File: config.mk
export PLATFORM = sky130hd
export DESIGN_NAME = fslc_host
export DESIGN_NICKNAME = d
export VERILOG_FILES = /design/src/pkg/fslc_pkg.sv /design/src/rtl/fslc_host.sv
export SDC_FILE = /design/constraint.sdc
export NUM_CORES = 1
export LEC_CHECK = 0
export ABC_AREA = 1
export BUFFER_PORTS_ARGS = -buffer_cell sky130_fd_sc_hd__buf_2
export CAP_MARGIN = 30
export CORE_UTILIZATION = 47
export CTS_CLUSTER_SIZE = 16
export DETAILED_ROUTE_END_ITERATION = 6
export PLACE_DENSITY_LB_ADDON = 0.05
export SYNTH_ARGS = -nofsm -noshare
export SYNTH_HDL_FRONTEND = slang
export SYNTH_SLANG_ARGS = --single-unit
File: constraint.sdc
create_clock -name CORE_CLK -period 1.65 [get_ports CORE_CLK]
set_input_delay 0.33 -clock CORE_CLK [delete_from_list [all_inputs] [get_ports CORE_CLK]]
set_output_delay 0.33 -clock CORE_CLK [all_outputs]
set_load 0.1 [all_outputs]
File: src/pkg/fslc_pkg.sv
package fslc_pkg;

   // Core clock and derived bus timing
   localparam int unsigned CLK_MHZ        = 25;
   localparam int unsigned CLK_PERIOD_NS  = 1000 / CLK_MHZ;
   localparam int unsigned T_WE_PULSE_NS  = 50;   // Least write strobe low time
   localparam int unsigned T_WE_HIGH_NS   = 25;   // Least strobe high time between writes
   localparam int unsigned T_READ_ACC_NS  = 95;   // Longest access time from enables
   localparam int unsigned SYNC_STAGES    = 2;
   localparam int unsigned WE_CYC   = (T_WE_PULSE_NS + CLK_PERIOD_NS - 1) / CLK_PERIOD_NS;
   localparam int unsigned WH_CYC   = (T_WE_HIGH_NS + CLK_PERIOD_NS - 1) / CLK_PERIOD_NS;
   localparam int unsigned RD_CYC   = (T_READ_ACC_NS + CLK_PERIOD_NS - 1) / CLK_PERIOD_NS;
   localparam logic [3:0]  WE_CNT   = 4'(WE_CYC);
   localparam logic [3:0]  WH_CNT   = 4'(WH_CYC);
   localparam logic [3:0]  RD_CNT   = 4'(RD_CYC + SYNC_STAGES);
   localparam logic [3:0]  CNT_LAST = 4'h1;

   // Flash bus geometry and command codes
   localparam int unsigned FL_ADDR_W = 21;
   typedef logic [7:0] fslc_byte_t;
   localparam fslc_byte_t CMD_LOCK_SETUP   = 8'h60;
   localparam fslc_byte_t CMD_LOCK_BLOCK   = 8'h01;
   localparam fslc_byte_t CMD_LOCK_MASTER  = 8'hf1;
   localparam fslc_byte_t CMD_CLEAR_STATUS = 8'h50;
   localparam fslc_byte_t CMD_READ_ARRAY   = 8'hff;

   // Operation status byte bit positions
   localparam int unsigned SB_READY      = 7;
   localparam int unsigned SB_ERASE_SUSP = 6;
   localparam int unsigned SB_ERASE_ERR  = 5;
   localparam int unsigned SB_PROG_ERR   = 4;
   localparam int unsigned SB_SUPPLY     = 3;
   localparam int unsigned SB_PROG_SUSP  = 2;
   localparam int unsigned SB_PROTECT    = 1;
   localparam int unsigned SB_RSVD       = 0;
   localparam fslc_byte_t  STATUS_MASK   = 8'hfe;

   // Own register map, byte offsets
   localparam logic [7:0] OFS_CTRL = 8'h00;
   localparam logic [7:0] OFS_ADDR = 8'h04;
   localparam logic [7:0] OFS_STAT = 8'h08;

   // Control register bits
   localparam int unsigned CB_START   = 0;
   localparam int unsigned CB_MASTER  = 1;
   localparam int unsigned CB_CLR_ERR = 2;
   localparam int unsigned CB_ARRAY   = 3;
   localparam int unsigned CB_RP_N    = 4;
   localparam logic        RP_N_RESET = 1'b1;

   typedef enum logic [2:0] {
      RES_OK, RES_SUPPLY, RES_PROTECT, RES_SEQUENCE, RES_LOCKSET, RES_ERASE
   } fslc_result_e;

   typedef struct packed {
      logic [FL_ADDR_W-1:0] addr;
      fslc_byte_t           dq;
      logic                 dq_oe_n;
      logic                 ce_n;
      logic                 oe_n;
      logic                 we_n;
   } fslc_flash_s;

   localparam fslc_flash_s FLASH_IDLE = '{addr: '0, dq: 8'h00, dq_oe_n: 1'b1,
                                          ce_n: 1'b1, oe_n: 1'b1, we_n: 1'b1};

endpackage : fslc_pkg

File: src/rtl/fslc_host.sv
// Summary of operation
// - Bits 6..0 are only evaluated after bit 7 reads one.
// - Host masks reserved bit 0 of every polled status byte.
// - Host issues clear status after any error before anything else.
// - Lock set is two writes: 60h, then 01h block or f1h master.
// - Host writes ffh after last lock set to return to array.
// - Host may repeat lock sets and check status each time.
// - Check supply, protect, both 4 and 5, then 4, then 5.
// - Protect flag matters only where lock configuration is used.
module fslc_host (
   input  wire logic                           CORE_CLK,        // Core clock
   input  wire logic                           RESETN,          // Async reset, low
   input  wire logic                           HSEL,            // Slave select
   input  wire logic [31:0]                    HADDR,           // Byte address
   input  wire logic [1:0]                     HTRANS,          // Transfer type
   input  wire logic                           HWRITE,          // Write flag
   input  wire logic [2:0]                     HSIZE,           // Transfer size
   input  wire logic [31:0]                    HWDATA,          // Write data
   input  wire logic                           HREADY,          // Bus ready
   output logic      [31:0]                    HRDATA,          // Read data
   output logic                                HREADYOUT,       // Slave ready
   output logic                                HRESP,           // Always OKAY
   output logic      [fslc_pkg::FL_ADDR_W-1:0] FL_ADDR,         // Flash address
   input  wire logic [7:0]                     FL_DQ_IN,        // Flash data in
   output logic      [7:0]                     FL_DQ_OUT,       // Flash data out
   output logic                                FL_DQ_OE_N,      // Low while driving
   output logic                                FL_CE_N,         // Chip enable
   output logic                                FL_OE_N,         // Output enable
   output logic                                FL_WE_N,         // Write enable
   output logic                                RESET_POWERDOWN_N_PIN, // Device reset
   input  wire logic                           READY_BUSY_N_PIN // Low while busy
);

   typedef enum {S_IDLE, S_WR_STROBE, S_WR_RECOVER, S_WAIT_READY,
                 S_RD_ACCESS, S_EVAL, S_DONE} fslc_state_e;
   typedef enum {PH_SETUP, PH_CONFIRM, PH_CLEAR, PH_ARRAY} fslc_phase_e;

   fslc_state_e            state;
   fslc_state_e            next_state;
   fslc_phase_e            phase;
   fslc_phase_e            next_phase;
   logic [3:0]             cnt;
   logic [3:0]             next_cnt;
   fslc_pkg::fslc_flash_s  bus;
   fslc_pkg::fslc_flash_s  next_bus;
   fslc_pkg::fslc_byte_t   status_byte;
   fslc_pkg::fslc_byte_t   next_status_byte;
   fslc_pkg::fslc_result_e result;
   fslc_pkg::fslc_result_e next_result;
   logic                   done;
   logic                   next_done;
   logic                   op_master;
   logic                   master_sel;
   logic                   clr_err_en;
   logic                   array_en;
   logic                   rp_n;
   logic [fslc_pkg::FL_ADDR_W-1:0] target_addr;
   logic                   ryby_meta;
   logic                   ryby_sync;
   logic [7:0]             dq_meta;
   logic [7:0]             dq_sync;
   logic                   wr_pend;
   logic                   rd_pend;
   logic [7:0]             bus_ofs;
   logic                   hreadyout;
   logic [31:0]            hrdata;

   // Build one write or read cycle on the flash pins
   function automatic fslc_pkg::fslc_flash_s write_cycle(
      input logic [fslc_pkg::FL_ADDR_W-1:0] a, input fslc_pkg::fslc_byte_t d);
      fslc_pkg::fslc_flash_s c;
      c         = fslc_pkg::FLASH_IDLE;
      c.addr    = a;
      c.dq      = d;
      c.dq_oe_n = 1'b0;
      c.ce_n    = 1'b0;
      c.we_n    = 1'b0;
      return c;
   endfunction : write_cycle

   function automatic fslc_pkg::fslc_flash_s read_cycle(
      input logic [fslc_pkg::FL_ADDR_W-1:0] a);
      fslc_pkg::fslc_flash_s c;
      c      = fslc_pkg::FLASH_IDLE;
      c.addr = a;
      c.ce_n = 1'b0;
      c.oe_n = 1'b0;
      return c;
   endfunction : read_cycle

   // Full status check; first matching error wins
   function automatic fslc_pkg::fslc_result_e eval_status(input fslc_pkg::fslc_byte_t s);
      fslc_pkg::fslc_result_e r;
      r = fslc_pkg::RES_OK;
      if (s[fslc_pkg::SB_SUPPLY])
         r = fslc_pkg::RES_SUPPLY;
      else if (s[fslc_pkg::SB_PROTECT])
         r = fslc_pkg::RES_PROTECT;
      else if (s[fslc_pkg::SB_PROG_ERR] && s[fslc_pkg::SB_ERASE_ERR])
         r = fslc_pkg::RES_SEQUENCE;
      else if (s[fslc_pkg::SB_PROG_ERR])
         r = fslc_pkg::RES_LOCKSET;
      else if (s[fslc_pkg::SB_ERASE_ERR])
         r = fslc_pkg::RES_ERASE;
      return r;
   endfunction : eval_status

   // Bus decode
   wire ahb_acc   = HSEL && HTRANS[1] && HREADY && (HSIZE == 3'h2);
   wire ctrl_wr   = wr_pend && (bus_ofs == fslc_pkg::OFS_CTRL);
   wire addr_wr   = wr_pend && (bus_ofs == fslc_pkg::OFS_ADDR);
   wire start     = ctrl_wr && HWDATA[fslc_pkg::CB_START] && (state == S_IDLE);
   wire busy      = (state != S_IDLE);
   wire fslc_pkg::fslc_result_e eval_res = eval_status(status_byte);
   wire need_clr  = (eval_res != fslc_pkg::RES_OK) && clr_err_en;
   wire [31:0] ctrl_word = {27'h0000000, rp_n, array_en, clr_err_en, master_sel, 1'b0};
   wire [31:0] addr_word = {{(32 - fslc_pkg::FL_ADDR_W){1'b0}}, target_addr};
   wire [31:0] stat_word = {16'h0000, status_byte, 1'b0, result, 1'b0, ryby_sync, done, busy};
   wire [31:0] rd_mux    = (bus_ofs == fslc_pkg::OFS_CTRL) ? ctrl_word :
                           (bus_ofs == fslc_pkg::OFS_ADDR) ? addr_word :
                           (bus_ofs == fslc_pkg::OFS_STAT) ? stat_word : 32'h00000000;

   // Pin synchronisers; data lines are slow so two stages are plenty
   always_ff @(posedge CORE_CLK or negedge RESETN) begin
      if (!RESETN) begin
         ryby_meta <= 1'b0;
         ryby_sync <= 1'b0;
         dq_meta   <= 8'h00;
         dq_sync   <= 8'h00;
      end else begin
         ryby_meta <= READY_BUSY_N_PIN;
         ryby_sync <= ryby_meta;
         dq_meta   <= FL_DQ_IN;
         dq_sync   <= dq_meta;
      end
   end

   // Bus slave: writes land in data phase, reads take one wait state
   always_ff @(posedge CORE_CLK or negedge RESETN) begin
      if (!RESETN) begin
         wr_pend   <= 1'b0;
         rd_pend   <= 1'b0;
         bus_ofs   <= 8'h00;
         hreadyout <= 1'b1;
         hrdata    <= 32'h00000000;
      end else begin
         wr_pend   <= ahb_acc && HWRITE;
         rd_pend   <= ahb_acc && !HWRITE;
         hreadyout <= !(ahb_acc && !HWRITE);
         if (ahb_acc)
            bus_ofs <= HADDR[7:0];
         if (rd_pend)
            hrdata <= rd_mux;
      end
   end

   // Software settings; a start while busy is dropped
   always_ff @(posedge CORE_CLK or negedge RESETN) begin
      if (!RESETN) begin
         master_sel  <= 1'b0;
         clr_err_en  <= 1'b0;
         array_en    <= 1'b0;
         rp_n        <= fslc_pkg::RP_N_RESET;
         target_addr <= '0;
         op_master   <= 1'b0;
      end else begin
         if (ctrl_wr) begin
            master_sel <= HWDATA[fslc_pkg::CB_MASTER];
            clr_err_en <= HWDATA[fslc_pkg::CB_CLR_ERR];
            array_en   <= HWDATA[fslc_pkg::CB_ARRAY];
            rp_n       <= HWDATA[fslc_pkg::CB_RP_N];
         end
         if (addr_wr && !busy)
            target_addr <= HWDATA[fslc_pkg::FL_ADDR_W-1:0];
         if (start)
            op_master <= HWDATA[fslc_pkg::CB_MASTER];
      end
   end

   // Sequencer: setup, confirm, poll, evaluate, optional clear and array
   always_comb begin
      next_state       = state;
      next_phase       = phase;
      next_cnt         = cnt;
      next_bus         = bus;
      next_status_byte = status_byte;
      next_result      = result;
      next_done        = done;
      unique case (state)
         S_IDLE: begin
            if (start) begin
               next_done  = 1'b0;
               next_phase = PH_SETUP;
               next_bus   = write_cycle(target_addr, fslc_pkg::CMD_LOCK_SETUP);
               next_cnt   = fslc_pkg::WE_CNT;
               next_state = S_WR_STROBE;
            end
         end
         S_WR_STROBE: begin
            if (cnt == fslc_pkg::CNT_LAST) begin
               next_bus.we_n = 1'b1;
               next_bus.ce_n = 1'b1;
               next_cnt      = fslc_pkg::WH_CNT;
               next_state    = S_WR_RECOVER;
            end else begin
               next_cnt = cnt - fslc_pkg::CNT_LAST;
            end
         end
         S_WR_RECOVER: begin
            if (cnt != fslc_pkg::CNT_LAST) begin
               next_cnt = cnt - fslc_pkg::CNT_LAST;
            end else if (phase == PH_SETUP) begin
               next_phase = PH_CONFIRM;
               next_bus   = write_cycle(target_addr, op_master ? fslc_pkg::CMD_LOCK_MASTER
                                                               : fslc_pkg::CMD_LOCK_BLOCK);
               next_cnt   = fslc_pkg::WE_CNT;
               next_state = S_WR_STROBE;
            end else if (phase == PH_CONFIRM) begin
               // Device now answers reads with status, no read command sent
               next_bus   = fslc_pkg::FLASH_IDLE;
               next_state = S_WAIT_READY;
            end else if (phase == PH_CLEAR && array_en) begin
               next_phase = PH_ARRAY;
               next_bus   = write_cycle(target_addr, fslc_pkg::CMD_READ_ARRAY);
               next_cnt   = fslc_pkg::WE_CNT;
               next_state = S_WR_STROBE;
            end else begin
               next_bus   = fslc_pkg::FLASH_IDLE;
               next_state = S_DONE;
            end
         end
         S_WAIT_READY: begin
            // Busy pin low means running; suspend keeps it high, bit 7 decides
            if (ryby_sync) begin
               next_bus   = read_cycle(target_addr);
               next_cnt   = fslc_pkg::RD_CNT;
               next_state = S_RD_ACCESS;
            end
         end
         S_RD_ACCESS: begin
            if (cnt == fslc_pkg::CNT_LAST) begin
               next_status_byte = dq_sync & fslc_pkg::STATUS_MASK;
               next_bus         = fslc_pkg::FLASH_IDLE;
               next_state       = dq_sync[fslc_pkg::SB_READY] ? S_EVAL : S_WAIT_READY;
            end else begin
               next_cnt = cnt - fslc_pkg::CNT_LAST;
            end
         end
         S_EVAL: begin
            next_result = eval_res;
            next_cnt    = fslc_pkg::WE_CNT;
            if (need_clr) begin
               next_phase = PH_CLEAR;
               next_bus   = write_cycle(target_addr, fslc_pkg::CMD_CLEAR_STATUS);
               next_state = S_WR_STROBE;
            end else if (array_en) begin
               next_phase = PH_ARRAY;
               next_bus   = write_cycle(target_addr, fslc_pkg::CMD_READ_ARRAY);
               next_state = S_WR_STROBE;
            end else begin
               next_state = S_DONE;
            end
         end
         S_DONE: begin
            next_done  = 1'b1;
            next_state = S_IDLE;
         end
      endcase
   end

   always_ff @(posedge CORE_CLK or negedge RESETN) begin
      if (!RESETN) begin
         state       <= S_IDLE;
         phase       <= PH_SETUP;
         cnt         <= 4'h0;
         bus         <= fslc_pkg::FLASH_IDLE;
         status_byte <= 8'h00;
         result      <= fslc_pkg::RES_OK;
         done        <= 1'b0;
      end else begin
         state       <= next_state;
         phase       <= next_phase;
         cnt         <= next_cnt;
         bus         <= next_bus;
         status_byte <= next_status_byte;
         result      <= next_result;
         done        <= next_done;
      end
   end

   // Outputs straight from flops, HRESP tied to zero
   assign HRDATA                = hrdata;
   assign HREADYOUT             = hreadyout;
   assign HRESP                 = 1'b0;
   assign FL_ADDR               = bus.addr;
   assign FL_DQ_OUT             = bus.dq;
   assign FL_DQ_OE_N            = bus.dq_oe_n;
   assign FL_CE_N               = bus.ce_n;
   assign FL_OE_N               = bus.oe_n;
   assign FL_WE_N               = bus.we_n;
   assign RESET_POWERDOWN_N_PIN = rp_n;
endmodule : fslc_host

==> flow_summary.toml <==
[status]
status = "complete, but fails checks"
violations = "design-rule violations, negative setup slack"

[die]
die_area_um2 = 12300
rows = 39
die_h_um = 111
core_area_um2 = 11500
initial_core_util = 0.485
die_width_um = 111
ios = 151

[critical_path]
crit_arrival_ns = 2.07
crit_type = "reg -> reg"
critPathMaxFanout = 7
worstSetupEndpointType = "flop"
cp_data_required_time_ns = 2.00
rr_worst_depth = 12
cp-start-kind = "flop"

[clock_tree]
htreeDepth = 4
numCtsBuffers = 17
insertion_delay_ns = 0.42
clk_pin_slew_ns = 0.05
cts_root_buf = "clkbuf_16"
cts.sinks = 125
cts.path.max_buffers = 2
cts_tree = "yes"

[yosys]
synth-edff-count = 0
ys_seq_area_frac = 0.561
async_flop_share = 1.00
ys_ff_latch = 125
ys_types = 38
yosys_warnings = 0
syn-cell-area_um2 = 5590
ys.flop_type = "dfrtp_1"
avgSynthCellArea_um2 = 8.70
postSynthCellCount = 642

[detailed_routing]
avgViaCountPerCell = 4.92
drtIter0Drc = 301
via_count = 4676
drc_errors = 24
dr.pass1.iters = 7
wl_um = 13500
wl_per_cell_um = 14.2
postRouteAntennaNets = 0

[finish]
layout-drive-gt1-share = 0.343
ff_latch_area_um2 = 3140
syn2layout_area_growth_pct = 35.0
multi_input_area_um2 = 2170
fin_cells = 951
nNetsFinal = 882
fin_area_um2 = 7540
antennaDiodeCount = 0
fillCellCount = 985

[placement]
place_congestion = 0.894
pre_cts_ws_ns = -0.0674
dp_cells = 904
place_area_um2 = 6540
dp_hpwl_um = 9080
portBuffers = 101

[power_and_ir_drop]
ir_worst_vdd_uv = 1180
p_leak_nw = 4.07
power_density_nw_per_um2 = 2340

[hold_path]
hold_class = "in -> reg"
hold_depth = 1

[global_routing]
grt_pass1_vias = 4531
grt_usage = 0.233
overflow = 0
grt_first_pass_wirelength_um = 22100
grt_antenna_before_repair = 0
grt_max_degree = 38

[sta]
hold_ws_ns = 0.0155
finalHoldViolations = 0
fin_crit_sh = 1.04
period_needed_ns = 1.72
fmax_mhz = 581
setup_slack_ns = -0.0721
setup_viol = 40
slew_viol_final = 0
worst_clock_skew_ns = 0.00982
rsz0062_at_grt = "true"

[run]
maxCapViolCount = 0
==> metal layers <==
layer	track usage	vias up	wire [um]
met2	0.366	135	6370
met4	0.0937	0	242
met3	0.0519	19	625
met5	0	-	0
met1	0.314	2222	6250
li1	-	2300	-
==> synth_stat cells (2+ instances only) <==
| master | number | area [um2] |
|---|---|---|
| inv_2 | 13 | 48.8 |
| nand4_1 | 3 | 18.8 |
| nand2_1 | 196 | 736 |
| a21oi_1 | 17 | 85.1 |
| or2_2 | 2 | 12.5 |
| clkbuf_1 | 12 | 45.0 |
| nor2_4 | 2 | 22.5 |
| nand3_2 | 5 | 50.1 |
| nor2_1 | 25 | 93.8 |
| inv_1 | 71 | 267 |
| buf_6 | 3 | 33.8 |
| dfrtp_1 | 119 | 2980 |
| dfstp_2 | 6 | 158 |
| mux2_1 | 4 | 45.0 |
| nor3_1 | 2 | 10.0 |
| nand3b_1 | 2 | 15.0 |
| o21a_1 | 2 | 15.0 |
| nand3_1 | 21 | 105 |
| buf_2 | 5 | 25.0 |
| buf_4 | 14 | 105 |
| o21ai_1 | 3 | 15.0 |
| a31oi_1 | 2 | 12.5 |
| mux2_2 | 6 | 67.6 |
| o21ai_0 | 77 | 385 |
| nand2_2 | 12 | 75.1 |
| ha_1 | 4 | 50.1 |
| nor2_2 | 2 | 12.5 |
| o21bai_1 | 2 | 15.0 |
==> power by group <==
part / total [mW] / switching, mW / internal, mW
registers: 4.21 / 0.425 / 3.79
clock network: 3.67 / 1.28 / 2.38
logic: 9.80 / 6.62 / 3.18
total: 17.7 / 8.33 / 9.35
==> critical path: stages (launching register included) <==
cell and delay [ns]:
dfrtp_1 0.40, ha_1 0.30, inv_2 0.04, nor2_2 0.11, nand3_2 0.08, nand2_2 0.10
nand3_4 0.08, nand2_4 0.10, inv_4 0.05, nand2_8 0.10, clkbuf_16 0.19, nand2_2 0.05
nand2_1 0.05
==> path summary, 6_finish.rpt <==
check                          startpoint          to  slack (ns)
max in group asynchronous          RESETN  FL_DQ_OE_N        0.57
setup / recovery           status_byte[5]  FL_ADDR[6]       -0.07
hold / removal                FL_DQ_IN[5]  dq_meta[5]        0.02
setup reg to reg           status_byte[5]  FL_ADDR[6]       -0.07
hold reg to reg                 ryby_meta   ryby_sync        0.35
min in group asynchronous          RESETN  HRDATA[12]        0.43
==> cell type report <==
class,count,share of cell area
Timing Repair Buffer,158,0.152
Tap cell,143,0.0237
Inverter,85,0.0430
Sequential cell,125,0.416
Clock buffer,27,0.0667
Multi-Input combinational cell,408,0.288
Clock inverter,5,0.0108
==> sequential cells by signal (all words and copies together) (netlist names), 2 cells and up <==
name / count
FL_DQ_OUT: 6
result: 3
state: 3
dq_sync: 7
target_addr: 21
dq_meta: 7
bus_ofs: 8
status_byte: 7
HRDATA: 21
FL_ADDR: 21
cnt: 4
phase: 2
==> layout by cell type, fill, tap and decap left out, drive strengths merged <==
| cell type | n |
|---|---|
| mux2 | 10 |
| or3 | 1 |
| nand4 | 3 |
| bufinv | 2 |
| o211ai | 1 |
| nand3b | 2 |
| clkbuf | 30 |
| o21bai | 2 |
| buf | 153 |
| xor2 | 1 |
| a21oi | 17 |
| a31oi | 2 |
| clkinv | 3 |
| inv | 84 |
| o21ai | 81 |
| dlygate4sd3 | 2 |
| nor2 | 29 |
| o22ai | 1 |
| xnor2 | 1 |
| nand3 | 27 |
| conb | 12 |
| o21a | 2 |
| dfrtp | 119 |
| nand2 | 208 |
| nor3 | 2 |
| or2 | 2 |
| dfstp | 6 |
| clkinvlp | 1 |
| ha | 4 |
==> cells by family (layout without fill, tap and decap cells) <==
logic type | count (synthesis) | count (layout) | share of synthesized area
flops | 125 | 125 | 0.561
mux | 10 | 10 | 0.0202
simple gates | 274 | 274 | 0.210
other cells | 1 | 12 | 0.000671
fa+ha+maj | 4 | 4 | 0.00896
buf+inv | 120 | 275 | 0.0972
compound gates | 106 | 106 | 0.0985
xor+xnor | 2 | 2 | 0.00314
==> stage by stage <==
stage	utilization	power, mW	setup TNS (ns)
2_1_floorplan	-	10.4	-0.203
3_3_place_gp	0.568	12.3	-0.577
3_5_place_dp	0.568	12.5	-1.24
4_1_cts	0.626	16.5	-0.637
5_1_grt	0.655	18.7	-5.62
6_report	0.655	17.7	-1.22
==> repair_timing <==
| action | CTS | global route |
|---|---|---|
| cloned | 1 | 3 |
| hold endpoints to repair | 29 | 1 |
| gates resized for setup | 12 | 55 |
| setup buffers | 1 | 8 |
| setup endpoints to repair | 35 | 55 |
| hold buffers | 1 | 1 |
| pin swaps | 1 | 15 |
(Power assumes the default switching activity.)
